### src/fagc_pkg.sv
package fagc_pkg;

	// ----------------------------------------
	// command byte addresses
	// ----------------------------------------
	localparam logic [7:0] ADDR_FAULT_EN = 8'h02;
	localparam logic [7:0] ADDR_MEAS_EN = 8'h03;
	localparam logic [7:0] ADDR_FAULT_LOG = 8'h04;
	localparam logic [7:0] ADDR_MEAS_LOG = 8'h05;
	localparam logic [7:0] ADDR_BAD_WAIT = 8'h06;
	localparam logic [7:0] ADDR_PIN_CFG = 8'h07;
	localparam logic [7:0] ADDR_ALERT_CTRL = 8'h1c;

	// ----------------------------------------
	// reset values
	// ----------------------------------------
	localparam logic [15:0] RST_ALERT_EN = 16'h0000;
	localparam logic [7:0] RST_FAULT_LOG = 8'h00;
	localparam logic [7:0] RST_MEAS_LOG = 8'h00;
	localparam logic [7:0] RST_BAD_WAIT = 8'hff;
	localparam logic [7:0] RST_PIN_CFG = 8'h00;
	localparam logic [7:0] RST_ALERT_CTRL = 8'h00;

	// ----------------------------------------
	// field positions
	// ----------------------------------------
	localparam int FLT_XSTR_BAD = 6;
	localparam int FLT_ON_CHANGE = 4;
	localparam int CFG_THIRD_PD = 7;
	localparam int CFG_SECOND_PD = 6;
	localparam int CFG_FN_LSB = 4;
	localparam int CFG_OUT_VALUE = 3;
	localparam int CFG_CONV_EN = 2;
	localparam int CFG_STRESS = 1;
	localparam int CFG_OVF_EN = 0;
	localparam int ACTL_CLEAR = 7;
	localparam int ACTL_FORCE = 6;
	localparam int PEND_CONV = 16;
	localparam int PEND_OVF = 17;

	// ----------------------------------------
	// timing
	// ----------------------------------------
	localparam int CLK_PERIOD_NS = 10;
	localparam int MS_TIME_NS = 1000000;
	localparam int MS_CYCLES = MS_TIME_NS / CLK_PERIOD_NS;

	// ----------------------------------------
	// types
	// ----------------------------------------
	typedef enum logic [1:0] {
		FN_POWER_GOOD = 2'h0,
		FN_POWER_BAD = 2'h2,
		FN_OUTPUT = 2'h1,
		FN_INPUT = 2'h3
	} fagc_pin_fn_t;

	typedef struct packed {
		logic eeprom_done;
		logic xstr_short;
		logic power_bad;
		logic overcurrent;
		logic undervoltage;
		logic overvoltage;
	} fagc_fault_ev_t;

	typedef struct packed {
		logic valid;
		logic [1:0] chan;
		logic [7:0] value;
		logic [7:0] min_thr;
		logic [7:0] max_thr;
	} fagc_meas_t;

endpackage

### src/fagc_top.sv
`timescale 1ns/100ps
module fagc_top #(
	parameter int MS_CYCLES = fagc_pkg::MS_CYCLES
) (
	// clock and reset
	input wire logic REF_CLK,
	input wire logic RST_N,
	// command register port
	input wire logic [7:0] REG_ADDR,
	input wire logic [7:0] REG_WDATA,
	input wire logic REG_WR,
	input wire logic REG_RD,
	output logic [7:0] REG_RDATA,
	// protection events
	input wire fagc_pkg::fagc_fault_ev_t FAULT_EV,
	input wire logic XSTR_BAD_COND,
	input wire logic ON_PIN,
	input wire logic ON_FAULT_MASK,
	input wire logic POWER_GOOD,
	input wire logic XSTR_STRESS,
	input wire logic METER_OVF,
	// measurements
	input wire fagc_pkg::fagc_meas_t MEAS,
	// alert and pins
	output logic ALERT_N,
	input wire logic [2:0] GPIO_IN,
	output logic [2:0] GPIO_OUT,
	output logic [2:0] GPIO_OE_N,
	output logic [2:0] GPIO_LEVEL
);

	// ----------------------------------------
	// elaboration check
	// ----------------------------------------
	if (MS_CYCLES < 1) begin : g_bad_ms
		$error("MS_CYCLES must be at least one");
	end

	// ----------------------------------------
	// declarations
	// ----------------------------------------
	typedef enum logic [2:0] {
		ST_IDLE = 3'b001,
		ST_TIMING = 3'b010,
		ST_FAULTED = 3'b100
	} fagc_bad_st_t;

	logic [15:0] alert_en_r;
	logic [7:0] fault_log_r;
	logic [7:0] meas_log_r;
	logic [7:0] bad_wait_r;
	logic [7:0] pin_cfg_r;
	logic force_r;
	logic [17:0] pend_r;
	logic on_prev_r;
	fagc_bad_st_t bad_st_r;
	logic [31:0] tick_cnt_r;
	logic [7:0] ms_cnt_r;
	logic ms_tick;
	logic bad_ev;
	logic on_change;
	logic on_clear;
	logic [7:0] fault_set;
	logic [7:0] meas_up_set;
	logic [7:0] meas_lo_set;
	logic [7:0] meas_log_set;
	logic [7:0] meas_alert_set;
	logic [17:0] pend_set;
	logic clear_pend;
	logic [1:0] pin_fn;
	logic first_drive;
	logic second_drive;

	// ----------------------------------------
	// helpers
	// ----------------------------------------
	function automatic logic wr_hit(input logic [7:0] a);
		wr_hit = REG_WR && (REG_ADDR == a);
	endfunction

	function automatic logic [7:0] chan_bit(input logic [1:0] ch, input logic upper);
		logic [2:0] idx;
		idx = {ch, upper};
		chan_bit = 8'h01 << idx;
	endfunction

	// ----------------------------------------
	// event decode
	// ----------------------------------------
	assign on_change = ON_PIN != on_prev_r;
	assign on_clear = on_change && !ON_FAULT_MASK;
	assign fault_set = {FAULT_EV.eeprom_done, bad_ev, FAULT_EV.xstr_short, on_change,
		FAULT_EV.power_bad, FAULT_EV.overcurrent, FAULT_EV.undervoltage,
		FAULT_EV.overvoltage};
	assign meas_up_set = (MEAS.valid && MEAS.value > MEAS.max_thr) ?
		chan_bit(MEAS.chan, 1'b1) : 8'h00;
	assign meas_lo_set = (MEAS.valid && MEAS.value < MEAS.min_thr) ?
		chan_bit(MEAS.chan, 1'b0) : 8'h00;
	assign meas_log_set = meas_up_set | meas_lo_set;
	assign meas_alert_set = ((MEAS.valid && MEAS.value >= MEAS.max_thr) ?
		chan_bit(MEAS.chan, 1'b1) : 8'h00)
		| ((MEAS.valid && MEAS.value <= MEAS.min_thr) ?
		chan_bit(MEAS.chan, 1'b0) : 8'h00);
	assign pend_set = {METER_OVF && pin_cfg_r[fagc_pkg::CFG_OVF_EN],
		MEAS.valid && pin_cfg_r[fagc_pkg::CFG_CONV_EN],
		meas_alert_set & alert_en_r[15:8],
		fault_set & alert_en_r[7:0]};
	assign clear_pend = wr_hit(fagc_pkg::ADDR_ALERT_CTRL) && REG_WDATA[fagc_pkg::ACTL_CLEAR];

	// ----------------------------------------
	// writable configuration
	// ----------------------------------------
	always_ff @(posedge REF_CLK) begin
		if (!RST_N) begin
			alert_en_r <= fagc_pkg::RST_ALERT_EN;
			bad_wait_r <= fagc_pkg::RST_BAD_WAIT;
			pin_cfg_r <= fagc_pkg::RST_PIN_CFG;
			force_r <= fagc_pkg::RST_ALERT_CTRL[fagc_pkg::ACTL_FORCE];
		end else begin
			if (wr_hit(fagc_pkg::ADDR_FAULT_EN))
				alert_en_r[7:0] <= REG_WDATA;
			if (wr_hit(fagc_pkg::ADDR_MEAS_EN))
				alert_en_r[15:8] <= REG_WDATA;
			if (wr_hit(fagc_pkg::ADDR_BAD_WAIT))
				bad_wait_r <= REG_WDATA;
			if (wr_hit(fagc_pkg::ADDR_PIN_CFG))
				pin_cfg_r <= REG_WDATA;
			if (wr_hit(fagc_pkg::ADDR_ALERT_CTRL))
				force_r <= REG_WDATA[fagc_pkg::ACTL_FORCE];
		end
	end

	// ----------------------------------------
	// sticky logs, set wins over clear
	// ----------------------------------------
	always_ff @(posedge REF_CLK) begin
		if (!RST_N) begin
			fault_log_r <= fagc_pkg::RST_FAULT_LOG;
			meas_log_r <= fagc_pkg::RST_MEAS_LOG;
			on_prev_r <= ON_PIN;
		end else begin
			on_prev_r <= ON_PIN;
			if (wr_hit(fagc_pkg::ADDR_FAULT_LOG))
				fault_log_r <= REG_WDATA | fault_set;
			else if (on_clear)
				fault_log_r <= fault_set;
			else
				fault_log_r <= fault_log_r | fault_set;
			if (wr_hit(fagc_pkg::ADDR_MEAS_LOG))
				meas_log_r <= REG_WDATA | meas_log_set;
			else
				meas_log_r <= meas_log_r | meas_log_set;
		end
	end

	// ----------------------------------------
	// pending alerts and alert output
	// ----------------------------------------
	always_ff @(posedge REF_CLK) begin
		if (!RST_N) begin
			pend_r <= '0;
			ALERT_N <= 1'b1;
		end else begin
			pend_r <= (clear_pend ? 18'h00000 : pend_r) | pend_set;
			ALERT_N <= !((|pend_r) || force_r);
		end
	end

	// ----------------------------------------
	// transistor-bad timer
	// ----------------------------------------
	assign ms_tick = tick_cnt_r == 32'(MS_CYCLES - 1);
	assign bad_ev = bad_st_r == ST_TIMING && XSTR_BAD_COND && bad_wait_r != 8'h00
		&& ms_tick && ({1'b0, ms_cnt_r} + 9'h001 >= {1'b0, bad_wait_r});

	always_ff @(posedge REF_CLK) begin
		if (!RST_N) begin
			bad_st_r <= ST_IDLE;
			tick_cnt_r <= '0;
			ms_cnt_r <= 8'h00;
		end else begin
			case (bad_st_r)
				ST_IDLE: begin
					tick_cnt_r <= '0;
					ms_cnt_r <= 8'h00;
					if (XSTR_BAD_COND && bad_wait_r != 8'h00)
						bad_st_r <= ST_TIMING;
				end
				ST_TIMING: begin
					if (!XSTR_BAD_COND || bad_wait_r == 8'h00) begin
						bad_st_r <= ST_IDLE;
					end else if (bad_ev) begin
						bad_st_r <= ST_FAULTED;
					end else if (ms_tick) begin
						tick_cnt_r <= '0;
						ms_cnt_r <= ms_cnt_r + 8'h01;
					end else begin
						tick_cnt_r <= tick_cnt_r + 32'h00000001;
					end
				end
				ST_FAULTED: begin
					if (!XSTR_BAD_COND)
						bad_st_r <= ST_IDLE;
				end
				default: bad_st_r <= ST_IDLE;
			endcase
		end
	end

	// ----------------------------------------
	// general purpose pins
	// ----------------------------------------
	assign pin_fn = pin_cfg_r[fagc_pkg::CFG_FN_LSB+1:fagc_pkg::CFG_FN_LSB];

	always_comb begin
		case (fagc_pkg::fagc_pin_fn_t'(pin_fn))
			fagc_pkg::FN_POWER_GOOD: first_drive = !POWER_GOOD;
			fagc_pkg::FN_POWER_BAD: first_drive = POWER_GOOD;
			fagc_pkg::FN_OUTPUT: first_drive = !pin_cfg_r[fagc_pkg::CFG_OUT_VALUE];
			fagc_pkg::FN_INPUT: first_drive = 1'b0;
			default: first_drive = 1'b0;
		endcase
	end

	assign second_drive = pin_cfg_r[fagc_pkg::CFG_SECOND_PD]
		|| (pin_cfg_r[fagc_pkg::CFG_STRESS] && XSTR_STRESS);

	always_ff @(posedge REF_CLK) begin
		if (!RST_N) begin
			GPIO_OUT <= 3'h0;
			GPIO_OE_N <= 3'h7;
			GPIO_LEVEL <= 3'h0;
		end else begin
			GPIO_OUT <= 3'h0;
			GPIO_OE_N[0] <= !first_drive;
			GPIO_OE_N[1] <= !second_drive;
			GPIO_OE_N[2] <= !pin_cfg_r[fagc_pkg::CFG_THIRD_PD];
			GPIO_LEVEL <= GPIO_IN;
		end
	end

	// ----------------------------------------
	// register read
	// ----------------------------------------
	always_ff @(posedge REF_CLK) begin
		if (!RST_N) begin
			REG_RDATA <= 8'h00;
		end else if (REG_RD) begin
			case (REG_ADDR)
				fagc_pkg::ADDR_FAULT_EN: REG_RDATA <= alert_en_r[7:0];
				fagc_pkg::ADDR_MEAS_EN: REG_RDATA <= alert_en_r[15:8];
				fagc_pkg::ADDR_FAULT_LOG: REG_RDATA <= fault_log_r;
				fagc_pkg::ADDR_MEAS_LOG: REG_RDATA <= meas_log_r;
				fagc_pkg::ADDR_BAD_WAIT: REG_RDATA <= bad_wait_r;
				fagc_pkg::ADDR_PIN_CFG: REG_RDATA <= pin_cfg_r;
				fagc_pkg::ADDR_ALERT_CTRL: REG_RDATA <= {1'b0, force_r, 6'h00};
				default: REG_RDATA <= 8'h00;
			endcase
		end
	end
endmodule

### config.mk
export PLATFORM = sky130hd
export DESIGN_NAME = fagc_top
export DESIGN_NICKNAME = d
export VERILOG_FILES = /design/src/fagc_pkg.sv /design/src/fagc_top.sv
export SDC_FILE = /design/constraint.sdc
export NUM_CORES = 1
export LEC_CHECK = 0
export BUFFER_PORTS_ARGS = -buffer_cell sky130_fd_sc_hd__buf_4
export CAP_MARGIN = 20
export CORE_AREA = 2 2 100 121
export CTS_BUF_LIST = sky130_fd_sc_hd__clkbuf_16
export DETAILED_ROUTE_END_ITERATION = 6
export DIE_AREA = 0 0 102 123
export PLACE_DENSITY = 0.77
export SLEW_MARGIN = 5
export SYNTH_ARGS = -nofsm -noshare
export SYNTH_HDL_FRONTEND = slang
export SYNTH_SLANG_ARGS = --single-unit
### constraint.sdc
create_clock -name REF_CLK -period 3.9 [get_ports REF_CLK]
set_input_delay 0.585 -clock REF_CLK [delete_from_list [all_inputs] [get_ports REF_CLK]]
set_output_delay 0.585 -clock REF_CLK [all_outputs]
set_load 0.02 [all_outputs]
=== After elaboration in Yosys (flattened, before gate mapping) ===
Cells that the tools add are included.
Widths: inputs -> output; s select.

* Logic and storage cells: 119
* Bits in registers: 126
* Input bits: 62

* Bitwise operators: 9
* Muxes and demuxes: 23
* Equality and inequality tests: 21
* Shift-type cells: 2
* $lt $le $gt $ge: 5
* Reduce and logical (&&, ||, !) cells: 40
* Add/subtract/negate cells: 3

{| class="wikitable"
|+ Operators with widths
! cell !! count
|-
| $mux 32 || 3
|-
| $mux 8 || 10
|-
| $pmux 32 s2 || 1
|-
| $pmux 8 s7 || 1
|-
| $or 8x8->8 || 6
|-
| $add 32x1->32 const B || 1
|-
| $eq 32x17->1 const B || 1
|-
| $eq 8x3->1 const B || 4
|-
| $logic_and 1x1->1 || 21
|-
| $mux 18 || 1
|-
| $or 18x18->18 || 1
|-
| $reduce_or 18->1 || 1
|-
| $and 8x8->8 || 2
|-
| $eq 8x2->1 const B || 2
|-
| $pmux 8 s2 || 1
|-
| $shl 1x3->8 const A || 2
|-
| $mux 3 || 4
|-
| $ne 2x2->1 const B || 5
|-
| $add 8x1->9 const B || 1
|-
| $ge 9x8->1 || 1
|-
| $pmux 3 s3 || 1
|-
| $add 8x1->8 const B || 1
|-
| $eq 8x5->1 const B || 1
|-
| $ge 8x8->1 || 1
|-
| other kinds (19) || 30
|}

=== Longest topological paths before layout ===
Gate-level depths: netlist of the first run.

* Depth after elaboration: 8
* Depth in mapped cells: 14
* Mapped depth without buffers: 11

=== Least setup slack after synthesis of the first run ===
Ideal clock, no wire load.

* Kind: register to register
* Start: reg ms_cnt_r[0]
* End: reg ms_cnt_r[3]
* Data arrival time: 2.879 ns
* Cell stages (with the launch flop): 14
* Slack: 0.944 ns
* Required time: 3.823 ns
* Path buffers: 3
* Cell sequence: dfxtp_1 ha_1 and3_1 clkbuf_1 nand3_1 xnor2_1 ha_1 nand3_1 or3_1 a2111oi_4 buf_6 buf_6 nor4_1 o22ai_1

* Word-level cells in the longest chain between the ends: 5
* Elaborated cells on any way between the ends: 10
* Those cells by class: add/sub (2); order compare (1); eq/ne (1); mux (4); reduce/logical (2)

{| class="wikitable"
|+ RTL lines
! item !! RTL line !! RTL
|-
| start, declared || fagc_top.sv:58 || <nowiki>logic [7:0] ms_cnt_r;</nowiki>
|-
| start signal, assigned || fagc_top.sv:196 || <nowiki>ms_cnt_r <= ms_cnt_r + 8'h01;</nowiki>
|-
| $add 8x1->9 or $add 8x1->8 (tied branches) || fagc_top.sv:174, fagc_top.sv:196 ||
|-
| $ge 9x8->1 or $mux 8 (tied branches) || fagc_top.sv:174, fagc_top.sv:194 ||
|-
| $logic_and 1x1->1 or $mux 8 (tied branches) || fagc_top.sv:174, fagc_top.sv:192 ||
|-
| $ne 2x2->1 (no line) or $mux 8 (tied branches) || -- ||
|-
| $reduce_and 4->1 (no line) or $pmux 8 s2 (tied branches) || -- ||
|}

Several ways; a longest one is shown, not always the timed one. The select of a mux whose other input is x is not followed.
A chain may end at the register's enable or synchronous reset.

=== Final worst setup path of the first run ===
* Start: reg ms_cnt_r[0]
* End: reg tick_cnt_r[31]

* Word-level cells in the longest chain between the ends: 5

{| class="wikitable"
|+ RTL lines
! item !! RTL line !! RTL
|-
| $add 8x1->9 || fagc_top.sv:174 || <nowiki>&& ms_tick && ({1'b0, ms_cnt_r} + 9'h001 >= {1'b0, bad_wait_r});</nowiki>
|-
| $ge 9x8->1 || fagc_top.sv:174 ||
|-
| $logic_and 1x1->1 || fagc_top.sv:174 ||
|-
| $ne 2x2->1 (no line) || -- ||
|-
| $reduce_and 3->1 (no line) || -- ||
|-
| end signal, assigned || fagc_top.sv:198 || <nowiki>tick_cnt_r <= tick_cnt_r + 32'h00000001;</nowiki>
|-
| end, declared || fagc_top.sv:57 || <nowiki>logic [31:0] tick_cnt_r;</nowiki>
|}

No other way between the ends.

==> results of run 1 <==
sequential cells by signal (all words and copies together) (netlist names):
name	count
ALERT_N	1
GPIO_LEVEL	3
GPIO_OE_N	3
REG_RDATA	8
alert_en_r	16
bad_st_r	3
bad_wait_r	8
fault_log_r	8
force_r	1
meas_log_r	8
ms_cnt_r	8
on_prev_r	1
pend_r	18
pin_cfg_r	8
tick_cnt_r	32
through the flow:
stage | power (mW) | utilization [%] | worst slack (ns) | area (um2)
CTS | 3.24 | 68.7 | 0.584 | 7840
global placement | 1.59 | 63.4 | 0.756 | 7230
global route | 3.33 | 68.7 | 0.365 | 7840
floorplan | 1.50 | - | 0.944 | 6590
finish | 3.23 | 68.7 | 0.584 | 7840
detailed placement | 1.60 | 63.4 | 0.598 | 7230
cell type report:
class	instances	share of cell area (%)
Multi-Input combinational cell	607	47.5
Clock buffer	17	5.43
Inverter	32	1.53
Sequential cell	126	32.2
Clock inverter	15	2.36
Timing Repair Buffer	89	8.52
Tap cell	157	2.51
critical path, stage by stage, from the launching register on:
cell and delay, ns:
dfxtp_1 0.41, ha_1 0.20, and3_1 0.28, nand3_1 0.12
xnor2_1 0.16, ha_1 0.30, nand3_1 0.09, or3_1 0.45
a2111oi_4 0.33, buf_4 0.41, o31ai_2 0.10, buf_4 0.24
a21oi_1 0.13
where the power goes:
part	internal (mW)	total, mW	switching (mW)
sequential	1.30	1.32	0.0122
clock	1.02	1.65	0.631
combinational	0.104	0.265	0.161
cells in the final DEF, fill, tap and decap left out, types with 24 or more instances in the layout:
cell / count
dfxtp_1: 126
nand2_1: 108
buf_4: 89
nor2_1: 63
nand3_1: 56
a21oi_1: 52
inv_1: 31
ha_1: 26
a22oi_1: 25
o21ai_0: 24
cells by family after synthesis:
kind of cell             count (synthesis)
AND/OR/NAND/NOR                        358
AO/OA/AOI/OAI                          196
flip-flops                             126
buffers and inverters                   75
adder cells (fa/ha/maj)                 26
XOR/XNOR                                15
multiplexers                             9
other                                    1
layer usage:
layer	wire, um	vias up
met1	7050	3046
met2	9560	296
met4	736	0
met5	0	-
li1	-	3117
met3	1320	61
final timing paths:
check / cells past startpoint / start / slack (ns) / endpoint
max: 12 / ms_cnt_r[0] / 0.58 / tick_cnt_r[31]
max reg2reg: 12 / ms_cnt_r[0] / 0.58 / tick_cnt_r[31]
min: 1 / ON_PIN / 0.27 / on_prev_r
min reg2reg: 1 / pin_cfg_r[7] / 0.42 / GPIO_OE_N[2]
==> reports/results.ini, run 1 <==
[clocking]
tritoncts=yes
cts-buffers-inserted=17
htree_levels=4
post_cts_buffers=0
cts.hold.buffers_added=0
clock_sinks=126
clk_pin_slew_ns=0.06
cts_buffer_depth=2
insertion_delay_ns=0.43
cts-root-buf=clkbuf_16
cts_resized=0

[sta]
hold_viol=0
fin_skew_ns=0.00831
rsz0062_at_grt=false
layout_min_cycle_time_ns=3.32
worst_pin_slew_ns=0.947
holdWs_ns=0.273
period_share_pct=85.0
fin_tns_setup_ns=0
setup_viol=0
drv_slew=0
max_freq_ghz=0.302
maxSlewHeadroom_pct=36.4

[drt]
vias_per_cell=6.25
antenna_left=0
drt-initial-drc-count=563
firstDrtPassIters=5
vias=6520
drc=0
wl_um=18700
routedWlPerCell_um=17.9

[placed_design]
dp_hpwl_um=13300
dp.cells=1011
portBuffers=76
gp_congestion=0.923

[global_routing]
antenna_found_initial=0
grt_usage_pct=30.7
grt_busiest_layer=met2
grt_pass1_wl_um=29900
grt_util_met1_pct=35.3
grt.overflow.total=0
grt_start_max_net_pins=45
grt_pass1_vias=6099
grtUsageMet2_pct=53.0
grt_use_met3_pct=7.46

[floorplanning]
die_area_mm2=0.0125
fp.dieW_um=102
coreArea_mm2=0.0114
rows=43
start_util_pct=57.7
io_pins=80
chipHeight_um=123

[yosys]
ys_seq_area_share_pct=38.3
yosysWarningCount=0
synth_area_leader_cell=dfxtp_1
synthMuxAreaShare_pct=1.39
ys_seq_elements=126
synth_commonest_cells=dfxtp_1 (126), nand2_1 (108), nor2_1 (63), nand3_1 (56), a21oi_1 (52)
synth_top_family_by_area=simple AND/OR/NAND/NOR gates
synth_cell_types=69
synth-edff-count=0
synth-compound-area-share_pct=20.2
syn_inst=806
syn_area_mm2=0.00658
async_reset_ff_share_pct=0
avgSynthCellArea_um2=8.17
synth_top_area_share_pct=38.3
synth_adder_area_share_pct=4.94
synth_area_leaders=dfxtp_1 (38%), nand2_1 (6.2%), ha_1 (4.9%)
synth_xor_area_share_pct=2.00
synth_most_common_cell=dfxtp_1
synth_ff_type=dfxtp_1
yosys.area_share.simple_pct=27.9

[final_layout]
syn_to_final_growth_pct=19.1
n_antenna_cell=0
drive_gt1_share_pct=15.6
nNetsFinal=961
stdcell_count=1043
seqCellArea_mm2=0.00252
multi_input_area_mm2=0.00372
fill_cells=952

[job]
drv_cap=0

[setup_path]
crit_arrival_ns=3.67
crit_type=reg -> reg
start_kind=flop
cp_max_fo=40
cp.required_ns=4.26
cp-end-kind=flop

[pwr]
power.density_mw_per_mm2=412
ir_drop_uv=327
p_leak_nw=3.11

[status]
status=finished clean

[hold_path]
hold_path.class=in -> reg

No activity file was read; power rests on OpenSTA's default activity.
==> inputs of run 2 (changes only) <==
--- a/config.mk
+++ b/config.mk
@@ -5,13 +5,14 @@
 export SDC_FILE = /design/constraint.sdc
 export NUM_CORES = 1
 export LEC_CHECK = 0
+export ABC_AREA = 1
 export BUFFER_PORTS_ARGS = -buffer_cell sky130_fd_sc_hd__buf_4
 export CAP_MARGIN = 20
-export CORE_AREA = 2 2 100 121
+export CORE_AREA = 2 2 144 175
 export CTS_BUF_LIST = sky130_fd_sc_hd__clkbuf_16
 export DETAILED_ROUTE_END_ITERATION = 6
-export DIE_AREA = 0 0 102 123
-export PLACE_DENSITY = 0.77
+export DIE_AREA = 0 0 146 177
+export PLACE_DENSITY = 0.44
 export SLEW_MARGIN = 5
 export SYNTH_ARGS = -nofsm -noshare
 export SYNTH_HDL_FRONTEND = slang
==> reports/results.ini, run 2 <==
[global_routing]
grt.overflow.total=0  ; unchanged
antenna_found_initial=0  ; unchanged
grt_start_max_net_pins=48  ; +6.7%
grt_pass1_wl_um=37100  ; +24%
grt_usage_pct=18.2  ; -13 points
grt_pass1_vias=6910  ; +13%

[drt]
vias=7109  ; +9.0%
drt-initial-drc-count=345  ; -39%
vias_per_cell=4.72  ; -24%
routedWlPerCell_um=15.1  ; -15%
firstDrtPassIters=5  ; unchanged
wl_um=22800  ; +22%
drc=0  ; unchanged
antenna_left=0  ; unchanged

[yosys]
syn_inst=1105  ; +37%
yosysWarningCount=0  ; unchanged
synth_ff_type=dfxtp_1
synth-edff-count=0  ; unchanged
synth_area_leader_cell=dfxtp_1
synth_most_common_cell=nand2_1
synth_area_leaders=dfxtp_1 (35%), nand2_1 (15%), a21oi_1 (7.8%)
async_reset_ff_share_pct=0  ; unchanged
ys_seq_elements=126  ; unchanged
avgSynthCellArea_um2=6.48  ; -21%
synth_commonest_cells=nand2_1 (294), inv_1 (136), dfxtp_1 (126), nor2_1 (120), a21oi_1 (112)
ys_seq_area_share_pct=35.3  ; -3.1 points
syn_area_mm2=0.00716  ; +8.7%
synth_cell_types=36  ; -48%
synth_top_area_share_pct=35.3  ; -3.1 points

[final_layout]
syn_to_final_growth_pct=19.6
nNetsFinal=1256  ; +31%
top_register=tick_cnt_r
drive_gt1_share_pct=10.6  ; -5.0 points
final_cell_mix=nand2_1 (294), inv_1 (136), dfxtp_1 (126), nor2_1 (120), a21oi_1 (112)
largest_register_ffs=32  ; unchanged
top_regs=tick_cnt_r x32, pend_r x18, alert_en_r x16
fill_cells=2768  ; +190%
stdcell_count=1506  ; +44%
layout_commonest_cell=nand2_1
n_antenna_cell=0  ; unchanged

[clocking]
cts_resized=0  ; unchanged
clock_sinks=126  ; unchanged
cts.hold.buffers_added=0  ; unchanged
insertion_delay_ns=0.43  ; about the same
cts-root-buf=clkbuf_16
tritoncts=yes
clk_pin_slew_ns=0.07  ; about the same
htree_levels=4  ; unchanged
cts-buffers-inserted=17  ; unchanged
cts_buffer_depth=2  ; unchanged
post_cts_buffers=0  ; unchanged

[floorplanning]
coreArea_mm2=0.0243  ; +110%
start_util_pct=29.5  ; -28 points
rows=63  ; +47%
chipHeight_um=177  ; +44%
die_area_mm2=0.0258  ; +110%
fp.dieW_um=146  ; +43%
io_pins=80  ; unchanged

[setup_path]
crit_type=reg -> reg
crit_arrival_ns=3.21  ; -0.46 ns
max_stage_delay_ns=0.39  ; -0.06 ns
start_kind=flop
rrSetupSlack_ns=1.0  ; +0.41 ns
cp-end-kind=flop
r2r_start=ms_cnt_r[0]
worst_path_most_repeated_cell=nand2_1
crit_slowest_cell=dfxtp_1
cp_max_fo=34  ; -15%
rr_worst_depth=16  ; +4
path_cells=ha_1 -> nand3_1 -> nor2_1 -> xor2_1 -> ha_1 -> nand2_1 -> inv_1 -> nand2_1 -> nand2_1 -> nand2_1 -> nand2_1 -> nand2_1 -> buf_4 -> nand2_8 -> o21ai_0 -> nor2_1
rr_endpoint=tick_cnt_r[1]
cp.required_ns=4.21  ; -0.05 ns

[sta]
fin_tns_setup_ns=0  ; unchanged
drv_slew=0  ; unchanged
rsz0062_at_grt=false
layout_min_cycle_time_ns=2.90  ; -0.412 ns
hold_viol=0  ; unchanged
max_freq_ghz=0.344  ; +14%
maxSlewHeadroom_pct=21.9  ; -14 points
setup_viol=0  ; unchanged
worst_pin_slew_ns=1.16  ; +0.216 ns
fin_skew_ns=0.00912  ; +0.000809 ns
period_share_pct=74.5  ; -11 points

[status]
status=finished clean

[placed_design]
gp_congestion=0.827  ; -10%
dp.cells=1474  ; +46%
portBuffers=76  ; unchanged
dp_hpwl_um=17200  ; +29%

[hold_path]
min_path_cells=1  ; unchanged
hold_path.class=in -> reg
hold_end=on_prev_r
min_from=ON_PIN

[pwr]
p_leak_nw=3.53  ; +14%
ir_drop_uv=260  ; -21%
power.density_mw_per_mm2=405  ; -1.6%

[job]
drv_cap=0  ; unchanged

==> run 2: cell count changes after synthesis, sizes merged, moves of 14 or more <==
cell | before | now
inv | 32 | 136
nor4 | 27 | 4
a22oi | 25 | 0
a21oi | 52 | 113
nor2 | 63 | 122
nand2 | 109 | 296
nor3 | 13 | 27
nand3 | 56 | 88
==> run 2: area by class of cell <==
type	count	area [um2]	area share [%]
Clock inverter	15	174	2.03
Multi-Input combinational cell	803	3890	45.5
Clock buffer	17	425	4.97
Timing Repair Buffer	83	623	7.28
Tap cell	325	407	4.75
Sequential cell	126	2520	29.5
Inverter	137	514	6.01
==> run 2: per-stage QoR <==
stage	hold WS (ns)	worst slack, ns	power (mW)	util (%)	cell area (um2)
after global routing	0.269	0.641	3.64	35.2	8560
final	0.274	0.996	3.47	35.2	8560
after CTS	0.261	0.962	3.52	35.2	8560
after floorplan	0.371	1.66	1.72	-	7160
after global placement	0.403	1.12	1.85	32.8	7960
after detailed placement	0.401	0.992	1.85	32.8	7960
==> run 2: worst max-delay path: cells and delay by family, from the launching register on <==
kind	cells	cell delay, ns
flops	1	0.39
fa+ha+maj	2	0.50
simple gates	10	1.07
compound gates	1	0.24
buf+inv	2	0.32
xor+xnor	1	0.26
==> run 2: logic make-up (layout without fill, tap and decap cells) <==
group	count (synthesis)	after routing	share of synthesized area (%)
XOR/XNOR	17	17	2.08
other	1	3	0.0524
AND/OR/NAND/NOR	568	568	33.4
buffers and inverters	178	252	10.5
adder cells (fa/ha/maj)	26	26	4.55
AO/OA/AOI/OAI	189	189	14.1
flip-flops	126	126	35.3
==> run 2: how the worst max path moves through the flow <==
stage                            from  depth (start not counted)       endpoint
after global routing      ms_cnt_r[0]                         16  tick_cnt_r[1]
after CTS                 ms_cnt_r[0]                         16  tick_cnt_r[1]
after detailed placement  ms_cnt_r[0]                         16  tick_cnt_r[1]
after floorplan           ms_cnt_r[0]                         14  tick_cnt_r[0]
final                     ms_cnt_r[0]                         16  tick_cnt_r[1]
after global placement    ms_cnt_r[0]                         16  tick_cnt_r[1]
==> run 2: power breakdown <==
part	internal, mW	switching [mW]	total, mW
registers	1.33	0.0336	1.36
clock network	0.963	0.690	1.65
logic	0.151	0.303	0.455
==> run 2: metal layers <==
| metal | share of wire (%) | vias to the layer above | GRT usage [%] | routed length, um |
|---|---|---|---|---|
| met5 | 0 | - | 0 | 0 |
| met4 | 2.1 | 0 | 5.95 | 487 |
| met3 | 2.9 | 28 | 2.96 | 652 |
| met2 | 50 | 131 | 32.7 | 11400 |
| met1 | 45 | 3223 | 22.1 | 10300 |
| li1 | - | 3727 | - | - |
